`src/common/adcal_pkg.sv`:
```
package adcal_pkg;

  // ---------------------------------------------------------------
  // register map (word addresses, one word each)
  // ---------------------------------------------------------------
  localparam logic [3:0] ADDR_DIM_LEVEL    = 4'h0;
  localparam logic [3:0] ADDR_DEV_CONTROL  = 4'h1;
  localparam logic [3:0] ADDR_CAL_CONTROL  = 4'h2;
  localparam logic [3:0] ADDR_CAL_VALUE    = 4'h3;
  localparam logic [3:0] ADDR_STATUS       = 4'h4;
  localparam logic [3:0] ADDR_IRQ_STATUS   = 4'h5;
  localparam logic [3:0] ADDR_IRQ_MASK     = 4'h6;

  // ---------------------------------------------------------------
  // fields
  // ---------------------------------------------------------------
  localparam int DIM_W         = 8;
  localparam int CAL_W         = 8;
  localparam int CTRL_CAL_EN   = 0;
  localparam int CALC_START    = 0;
  localparam int CALC_DONE     = 1;
  localparam int CALC_BUSY     = 2;
  localparam int ST_FALLBACK   = 0;
  localparam int ST_SWITCH     = 1;
  localparam int ST_GATE_OFF   = 2;
  localparam int IRQ_W         = 3;
  localparam int IRQ_CAL_DONE  = 0;
  localparam int IRQ_FALLBACK  = 1;
  localparam int IRQ_UV        = 2;

  // ---------------------------------------------------------------
  // reset values
  // ---------------------------------------------------------------
  localparam logic [7:0]  DIM_LEVEL_RST  = 8'hFF;
  localparam logic [7:0]  CAL_VALUE_RST  = 8'h00;
  // programmed level that stands for ten percent dimming
  localparam logic [7:0]  DIM_LEVEL_10PCT = 8'h18;
  localparam logic [31:0] UNMAPPED_READ  = 32'h0000_0000;

  // ---------------------------------------------------------------
  // timing
  // ---------------------------------------------------------------
  localparam int CLK_MHZ       = 200;
  localparam int CAL_TIME_US   = 200;
  localparam int CAL_CYCLES    = CAL_TIME_US * CLK_MHZ;
  localparam int CAL_CNT_W     = 16;

  typedef enum logic [1:0] {
    ADCAL_IDLE,
    ADCAL_RUN,
    ADCAL_DONE
  } adcal_state_t;

endpackage

```
`src/rtl/adcal_ctrl.sv`:
```
`timescale 1ns/100ps
// What this block does
// [RULE_01] dimming level follows the host-written 8-bit value outside fallback mode
// [RULE_02] fallback mode is active only while the fallback request pin is high
// [RULE_03] switching needs both dim pwm input and enable/uvlo input high, fallback too
// [RULE_04] in fallback the dimming level comes from the external level pin
// [RULE_05] outside fallback the external level pin is ignored entirely
// [RULE_06] in fallback a level pin below 100mV stops switching
// [RULE_07] host drops pwm and disconnects the load before calibrating
// [RULE_08] host sets calibration enable, then calibration start
// [RULE_09] calibration routine completes about 200us after start
// [RULE_10] done flag rises when the routine finishes
// [RULE_11] enable high: routine result is applied and read back
// [RULE_12] enable low: host-written value is applied and read back
// [RULE_13] enable low: start requests are ignored
// [RULE_14] programmed value 24 means ten percent dimming
// [RULE_15] host repeats calibration whenever pwm stays low long enough
// [RULE_16] gate drivers off while internal or external gate supply undervoltage
// [RULE_17] in fallback internal gate supply undervoltage does not affect switching
// [RULE_18] gate drivers off while dim pwm input is low
// [RULE_19] done flag clears when a new start is accepted
module adcal_ctrl
  import adcal_pkg::*;
(
  // clock and reset
  input  wire logic                   ref_clk_i,
  input  wire logic                   reset_i,
  // avalon-mm slave
  input  wire logic [3:0]             avs_address_i,
  input  wire logic                   avs_read_i,
  input  wire logic                   avs_write_i,
  input  wire logic [31:0]            avs_writedata_i,
  input  wire logic [3:0]             avs_byteenable_i,
  output logic      [31:0]            avs_readdata_o,
  output logic                        avs_waitrequest_o,
  // device pins
  input  wire logic                   fallback_request_pin_i,
  input  wire logic                   dim_pwm_input_i,
  input  wire logic                   enable_uvlo_input_i,
  input  wire logic                   gate_supply_uv_i,
  input  wire logic                   ext_gate_supply_uv_i,
  input  wire logic                   level_pin_low_i,
  input  wire logic [DIM_W-1:0]       level_pin_code_i,
  // analog calibration engine
  input  wire logic [CAL_W-1:0]       cal_result_i,
  // outputs to the analog path
  output logic [DIM_W-1:0]            current_dim_setting_o,
  output logic [CAL_W-1:0]            cal_applied_o,
  output logic                        cal_run_o,
  output logic                        switch_enable_o,
  output logic                        irq_o
);

  // ---------------------------------------------------------------
  // pin synchronisers
  // ---------------------------------------------------------------
  localparam int SYNC_W = 6 + DIM_W;

  logic [SYNC_W-1:0] pins_sync;
  logic              fallback;
  logic              pwm_in;
  logic              en_in;
  logic              uv_int;
  logic              uv_ext;
  logic              lvl_low;
  logic [DIM_W-1:0]  lvl_code;

  adcal_sync #(
    .WIDTH (SYNC_W)
  ) u_sync (
    .ref_clk_i (ref_clk_i),
    .reset_i   (reset_i),
    .async_i   ({fallback_request_pin_i, dim_pwm_input_i, enable_uvlo_input_i,
                 gate_supply_uv_i, ext_gate_supply_uv_i, level_pin_low_i, level_pin_code_i}),
    .sync_o    (pins_sync)
  );

  assign {fallback, pwm_in, en_in, uv_int, uv_ext, lvl_low, lvl_code} = pins_sync;

  // ---------------------------------------------------------------
  // registers
  // ---------------------------------------------------------------
  logic [DIM_W-1:0]     analog_dim_level;
  logic                 cal_enable;
  logic [CAL_W-1:0]     cal_value;
  logic [CAL_W-1:0]     cal_routine_val;
  logic                 cal_done;
  logic [IRQ_W-1:0]     irq_status;
  logic [IRQ_W-1:0]     irq_mask;
  adcal_state_t         state;
  logic [CAL_CNT_W-1:0] cal_cnt;
  logic                 fallback_q;
  logic                 gate_off_q;
  logic                 ack;

  // ---------------------------------------------------------------
  // bus decode
  // ---------------------------------------------------------------
  function automatic logic hit(input logic [3:0] addr, input logic [3:0] reg_addr);
    return addr == reg_addr;
  endfunction

  // one wait state: each request is answered on the edge after ack rises
  wire req       = (avs_read_i || avs_write_i) && !ack;
  // ack marks the answer cycle, so a write lands on the edge where the master sees waitrequest low
  wire wr        = avs_write_i && ack && avs_byteenable_i[0];
  wire wr_dim    = wr && hit(avs_address_i, ADDR_DIM_LEVEL);
  wire wr_ctrl   = wr && hit(avs_address_i, ADDR_DEV_CONTROL);
  wire wr_calc   = wr && hit(avs_address_i, ADDR_CAL_CONTROL);
  wire wr_calv   = wr && hit(avs_address_i, ADDR_CAL_VALUE);
  wire wr_irqs   = wr && hit(avs_address_i, ADDR_IRQ_STATUS);
  wire wr_irqm   = wr && hit(avs_address_i, ADDR_IRQ_MASK);

  // ---------------------------------------------------------------
  // switching and level selection
  // ---------------------------------------------------------------
  // internal undervoltage is masked in fallback, external one always counts
  wire uv_block     = (uv_int && !fallback) || uv_ext;          // [RULE_16] [RULE_17]
  wire level_stop   = fallback && lvl_low;                       // [RULE_06]
  wire next_switch  = pwm_in && en_in && !uv_block && !level_stop; // [RULE_03] [RULE_18]
  // level pin is only looked at in fallback; otherwise the programmed value
  wire [DIM_W-1:0] next_dim = fallback ? lvl_code : analog_dim_level; // [RULE_01] [RULE_04] [RULE_05]

  // ---------------------------------------------------------------
  // calibration sequencing
  // ---------------------------------------------------------------
  wire start_ok     = wr_calc && avs_writedata_i[CALC_START] && cal_enable; // [RULE_13]
  wire cal_finish   = (state == ADCAL_RUN) && (cal_cnt == CAL_CNT_W'(CAL_CYCLES - 1)); // [RULE_09]
  wire [CAL_W-1:0] applied = cal_enable ? cal_routine_val : cal_value; // [RULE_11] [RULE_12]

  wire [IRQ_W-1:0] irq_events;
  assign irq_events[IRQ_CAL_DONE] = cal_finish;
  assign irq_events[IRQ_FALLBACK] = fallback && !fallback_q;
  assign irq_events[IRQ_UV]       = uv_block && !gate_off_q;

  // ---------------------------------------------------------------
  // read mux
  // ---------------------------------------------------------------
  logic [31:0] rdata;

  always_comb begin
    rdata = UNMAPPED_READ;
    unique case (avs_address_i)
      ADDR_DIM_LEVEL:   rdata = {24'h000000, analog_dim_level};
      ADDR_DEV_CONTROL: rdata = {31'h00000000, cal_enable};
      ADDR_CAL_CONTROL: rdata = {29'h00000000, state == ADCAL_RUN, cal_done, 1'b0};
      ADDR_CAL_VALUE:   rdata = {24'h000000, applied};
      ADDR_STATUS:      rdata = {29'h00000000, gate_off_q, switch_enable_o, fallback_q};
      ADDR_IRQ_STATUS:  rdata = {29'h00000000, irq_status};
      ADDR_IRQ_MASK:    rdata = {29'h00000000, irq_mask};
      default:          rdata = UNMAPPED_READ;
    endcase
  end

  always_ff @(posedge ref_clk_i) begin
    if (reset_i) begin
      ack               <= 1'b0;
      avs_waitrequest_o <= 1'b1;
      avs_readdata_o    <= 32'h00000000;
    end else begin
      ack               <= req;
      avs_waitrequest_o <= !req;
      avs_readdata_o    <= req ? rdata : 32'h00000000;
    end
  end

  // ---------------------------------------------------------------
  // software registers
  // ---------------------------------------------------------------
  always_ff @(posedge ref_clk_i) begin
    if (reset_i) begin
      analog_dim_level <= DIM_LEVEL_RST;
      cal_enable       <= 1'b0;
      cal_value        <= CAL_VALUE_RST;
      irq_mask         <= '0;
    end else begin
      if (wr_dim) begin
        analog_dim_level <= avs_writedata_i[DIM_W-1:0]; // [RULE_01] [RULE_14]
      end
      if (wr_ctrl) begin
        cal_enable <= avs_writedata_i[CTRL_CAL_EN];
      end
      if (wr_calv) begin
        cal_value <= avs_writedata_i[CAL_W-1:0];
      end
      if (wr_irqm) begin
        irq_mask <= avs_writedata_i[IRQ_W-1:0];
      end
    end
  end

  // ---------------------------------------------------------------
  // calibration state machine
  // ---------------------------------------------------------------
  always_ff @(posedge ref_clk_i) begin
    if (reset_i) begin
      state           <= ADCAL_IDLE;
      cal_cnt         <= '0;
      cal_done        <= 1'b0;
      cal_routine_val <= CAL_VALUE_RST;
    end else begin
      unique case (state)
        ADCAL_IDLE, ADCAL_DONE: begin
          if (start_ok) begin
            state    <= ADCAL_RUN;
            cal_cnt  <= '0;
            cal_done <= 1'b0;                   // [RULE_19]
          end
        end
        ADCAL_RUN: begin
          cal_cnt <= cal_cnt + 1'b1;
          if (cal_finish) begin
            state           <= ADCAL_DONE;
            cal_done        <= 1'b1;            // [RULE_10]
            cal_routine_val <= cal_result_i;    // [RULE_11]
          end
        end
      endcase
    end
  end

  // ---------------------------------------------------------------
  // interrupts and outputs
  // ---------------------------------------------------------------
  always_ff @(posedge ref_clk_i) begin
    if (reset_i) begin
      irq_status            <= '0;
      irq_o                 <= 1'b0;
      fallback_q            <= 1'b0;
      gate_off_q            <= 1'b0;
      switch_enable_o       <= 1'b0;
      current_dim_setting_o <= DIM_LEVEL_RST;
      cal_applied_o         <= CAL_VALUE_RST;
      cal_run_o             <= 1'b0;
    end else begin
      // a new event wins over a write-one clear in the same cycle
      irq_status            <= (irq_status & ~(wr_irqs ? avs_writedata_i[IRQ_W-1:0] : '0)) | irq_events;
      irq_o                 <= |(irq_status & irq_mask);
      fallback_q            <= fallback;                        // [RULE_02]
      gate_off_q            <= uv_block;
      switch_enable_o       <= next_switch;                     // [RULE_03] [RULE_18]
      current_dim_setting_o <= next_dim;                        // [RULE_04]
      cal_applied_o         <= applied;                         // [RULE_12]
      cal_run_o             <= (state == ADCAL_RUN) && !cal_finish;
    end
  end

endmodule

```
`src/rtl/adcal_sync.sv`:
```
`timescale 1ns/100ps
module adcal_sync
  import adcal_pkg::*;
#(
  parameter int WIDTH = 1
) (
  // clock and reset
  input  wire logic             ref_clk_i,
  input  wire logic             reset_i,
  // asynchronous level in, synchronised level out
  input  wire logic [WIDTH-1:0] async_i,
  output logic      [WIDTH-1:0] sync_o
);

  logic [WIDTH-1:0] stage1;

  always_ff @(posedge ref_clk_i) begin
    if (reset_i) begin
      stage1 <= '0;
      sync_o <= '0;
    end else begin
      stage1 <= async_i;
      sync_o <= stage1;
    end
  end

endmodule

```
`config.mk`:
```
export PLATFORM = sky130hd
export DESIGN_NAME = adcal_ctrl
export DESIGN_NICKNAME = d
export VERILOG_FILES = /design/src/common/adcal_pkg.sv /design/src/rtl/adcal_ctrl.sv /design/src/rtl/adcal_sync.sv
export SDC_FILE = /design/constraint.sdc
export NUM_CORES = 1
export LEC_CHECK = 0
export BUFFER_PORTS_ARGS = -buffer_cell sky130_fd_sc_hd__clkbuf_2
export CAP_MARGIN = 10
export CORE_MARGIN = 2
export CORE_UTILIZATION = 55
export DETAILED_ROUTE_END_ITERATION = 10
export PLACE_DENSITY = 0.93
export SYNTH_ARGS = -nofsm -noshare
export SYNTH_HDL_FRONTEND = slang
export SYNTH_SLANG_ARGS = --single-unit
```
`constraint.sdc`:
```
create_clock -name ref_clk_i -period 2.7 [get_ports ref_clk_i]
set_input_delay 0.27 -clock ref_clk_i [delete_from_list [all_inputs] [get_ports ref_clk_i]]
set_output_delay 0.27 -clock ref_clk_i [all_outputs]
set_load 0.01 [all_outputs]
```
# Word level (Yosys, flattened, before mapping)
# Index checks and enable logic that the tools add are counted.
# op_classes
eq_ne,11
n_bitwise,5
reduce_logical,37
add_sub_neg,1
mux,12
# ops
cell,n
$pmux 8 s7,1
$pmux 16 s2,1
$logic_and 1x1->1,20
$add 16x1->16 const B,1
$eq 16x16->1 const B,1
$mux 16,1
$mux 8,2
$eq 4x3->1 const B,3
$eq 4x2->1 const B,2
$logic_not 1->1,8
$and 3x3->3,2
$eq 4x1->1 const B,1
$logic_not 4->1,1
$mux 2,2
$ne 2x2->1 const B,2
$pmux 2 s2,1
$reduce_and 2->1,2
$reduce_or 2->1,2
$mux 3,1
$not 3->3,1
$or 3x3->3,1
$reduce_or 3->1,1
$eq 2x1->1 const B,1
$eq 2x2->1 const B,1
5 further kinds,7
# word_totals
regBits,133
word_cells,87
output_inout_bits,52

# Logic depth before layout (Yosys ltp)
# logic_depth
depth_word,7
ltp_mapped,7

# By module
# A second synthesis with hierarchy kept.
# hier_totals
cells_unflattened,445
hier_area_um2,4292.9
# modules_own_cells
mod,instances,cells_per_inst,seq_area_each_um2,area_per_inst_um2
adcal_ctrl,1,387,1601.5,3514.6
adcal_sync,1,58,560.5,778.2

# Worst setup path before layout
# OpenSTA, ideal clock, no wires.
# synth_path
kind,register -> register
from,register cal_cnt[0]
to,register cal_cnt[12]
path_stages_with_launch,7
setup_time_ps,123
required_time_ps,2577
setup_slack_ps,974
path_buffers,1
arrival_time_ps,1603
period_less_slack_ps,1726
cell_sequence,dfxtp_1 -> ha_1 -> clkbuf_1 -> nand2_1 -> or4_1 -> a21oi_1 -> o22ai_1
# synth_between
elab_chain_cells,2
# synth_rtl
item,line_no,source
"start, declared",adcal_ctrl.sv:91,logic [CAL_CNT_W-1:0] cal_cnt;
"start signal, assigned",adcal_ctrl.sv:211,cal_cnt <= cal_cnt + 1'b1;
$add 16x1->16,adcal_ctrl.sv:211,
$pmux 16 s2,adcal_ctrl.sv:202,unique case (state)
# No other way between the ends.
# A chain may end at the register's enable or synchronous reset.

# Worst setup path in the final report
# layout_path
from,register cal_cnt[7]
to,register cal_routine_val[6]
# layout_between
elab_chain_cells,3
# layout_rtl
item,line_no,source
$eq 16x16->1,adcal_ctrl.sv:128,wire cal_finish = (state == ADCAL_RUN) && (cal_cnt == CAL_CNT_W'(CAL_CYCLES - 1));
$logic_and 1x1->1,adcal_ctrl.sv:128,
$reduce_and 2->1 (no line),n/a,
"end signal, assigned",adcal_ctrl.sv:215,cal_routine_val <= cal_result_i;
"end, declared",adcal_ctrl.sv:86,logic [CAL_W-1:0] cal_routine_val;
# No other way between the ends.

==> results.cfg <==
[outcome]
outcome = finished clean

[critical_path]
crit_path_start_kind = register
path_delay_family = simple AND/OR/NAND/NOR gates
path_cells = or4_4 > nor4_4 > nand4_1 > a21oi_1
end_kind = register
crit_buf_inv = 0
arrival_ns = 2.26
crit_fanout = 10
max_stage_delay_ns = 0.56
critical_path_class = reg2reg
slowest_stage = or4_4
required_ns = 2.99

[sta]
relSlewSlack_pct = 53.2
min_period_ns = 1.97
fin_crit_sh_pct = 73.1
tightest_slew_ns = 0.699
fin_tns_setup_ns = 0
max_freq_mhz = 507
timing.final.max_slew_violations = 0
rsz0062_at_grt = no
setup_viol_count_final = 0
finalClockSkew_ns = 0.0150
hold_viol_final = 0

[floorplanning]
start_util_pct = 56.5
num_rows = 32
coreArea_um2 = 7690
die_x_um = 92.8
fp.dieH_um = 92.8
die_area_um2 = 8620
ios = 118

[power_and_ir_drop]
power_density_nw_per_um2 = 571
power_mw = 2.75
vdd_drop_max_mv = 0.410
leakage_nw = 1.95

[route]
antenna_left = 0
wl_um = 8800
drc = 0
avgRoutedWirePerCell_um = 13.9
first_iter_violations = 207
drtPass1Iterations = 5
vias = 3452
via_per_inst = 5.46

[clock_network]
cts_hold_buf = 0
clockBufferDepth = 2
ctsHtreeMaxLevel = 3
cts_resized = 0
cts_setup_buffers = 0
cts-root-buf = clkbuf_8
clk_latency_ns = 0.37
clkSlewWorstSetupHoldPaths_ns = 0.12
cts.sinks = 108
cts_buffers = 9
cts_tree = built

[run]
cap_violations = 0

[logic_synthesis]
syn_area_um2 = 4340
synth_edf_count = 0
ys_ff_latch = 108
async_flop_share_pct = 0
synth_ff_type = dfxtp_1
yosys_warnings = 0
synth_cell_type_count = 50
yosysSeqAreaShare_pct = 49.8
synthCells = 472
syn_area_per_cell_um2 = 9.20

[cells_and_area]
instances_no_fill = 632
diodes = 0
syn_to_final_growth_pct = 11.0
post-route-util_pct = 62.7
fill_cells = 651
nNetsFinal = 592
final_common_cell = dfxtp_1
most-common-layout-cells = dfxtp_1 (108), clkbuf_2 (66), nor2b_1 (44), nand2_1 (44)
drive_above_1_share_pct = 19.1

[grt]
grt-ovfl-total = 0
grt_first_pass_wirelength_um = 14900
track_usage_pct = 21.5
antenna_found_initial = 0
grt_pass1_vias = 3273
grt_max_degree = 71

[placed_design]
dp_hpwl_um = 6310
dp.cells = 616
place_congestion = 0.980
port_buffers = 66

[min_path]
hold_path.class = in2reg
==> worst paths after layout <==
path	from	to	slack (ns)	cells after the start
worst max-delay path	cal_cnt[7]	cal_routine_val[6]	0.73	4
worst min register to register	u_sync.sync_o[6]	current_dim_setting_o[6]	0.44	1
worst min-delay path	level_pin_code_i[5]	u_sync.stage1[5]	0.1	2
worst max register to register	cal_cnt[7]	cal_routine_val[6]	0.73	4
==> sequential cells by signal (all words and copies together) (netlist names), 3 cells and up <==
register / count
current_dim_setting_o: 8
u_sync.sync_o: 14
avs_readdata_o: 8
cal_applied_o: 8
analog_dim_level: 8
irq_status: 3
u_sync.stage1: 14
cal_value: 8
cal_cnt: 16
cal_routine_val: 8
irq_mask: 3
==> layer usage <==
layer,up-vias,part of all wire [%],GRT usage [%]
met5,-,0,0
met4,0,2.7,9.80
met3,21,7.2,3.25
met2,154,50,37.1
met1,1578,40,26.5
li1,1699,-,-
==> stage by stage <==
step | hold WS [ns] | area [um^2] | setup slack (ns)
after floorplan | 0.391 | 4430 | 0.974
after global placement | 0.416 | 4620 | 0.776
after detailed placement | 0.420 | 4620 | 0.777
after CTS | 0.0935 | 4820 | 0.741
after global routing | 0.104 | 4820 | 0.564
final | 0.0999 | 4820 | 0.727
==> layout make-up <==
type | count | area, um^2 | share of cell area, %
multi-input combinational | 326 | 1930 | 40.0
inverter | 8 | 30.0 | 0.623
clock buffer | 9 | 124 | 2.57
timing repair buffer | 72 | 375 | 7.79
clock inverter | 7 | 75.1 | 1.56
tap | 102 | 128 | 2.65
sequential | 108 | 2160 | 44.9
==> synth_stat cells (all sizes together), types with 2 or more instances <==
cell    instances  area share, %
o211ai          2           0.35
nor3            9            1.0
nand3          16            1.8
a211o          12            2.4
nor4bb          2           0.46
a31oi           7            1.0
nor4            2           0.63
dfxtp         108             50
and4            2           0.40
and2            2           0.29
nand2b          5           0.72
clkbuf         18            1.6
and3            2           0.29
or4             4           0.78
nor2b          44            6.3
a221o           4           0.92
mux2i           8            1.8
nor2           30            2.6
o22ai           2           0.29
buf            35            5.7
mux2            6            1.6
a22o            2           0.40
inv             8           0.69
nand2          44            3.8
a21oi          30            3.5
and4b           3           0.69
nand3b         10            1.7
nand4          14            2.0
a22oi           5           0.86
o21ai          22            2.5
==> cells by family after synthesis <==
| kind of cell | after synthesis | synth area share (%) |
|---|---|---|
| compound gates | 93 | 13.7 |
| buf+inv | 61 | 7.98 |
| mux | 14 | 3.40 |
| fa+ha+maj | 1 | 0.288 |
| other cells | 1 | 0.0864 |
| flops | 108 | 49.8 |
| simple gates | 194 | 24.7 |
==> report_power, final <==
| group | internal (mW) | switching [mW] | total [mW] |
|---|---|---|---|
| Sequential | 1.62 | 0.0117 | 1.63 |
| Combinational | 0.0582 | 0.0901 | 0.148 |
| Clock | 0.371 | 0.599 | 0.970 |
| Total | 2.05 | 0.701 | 2.75 |
(Power assumes the default switching activity.)
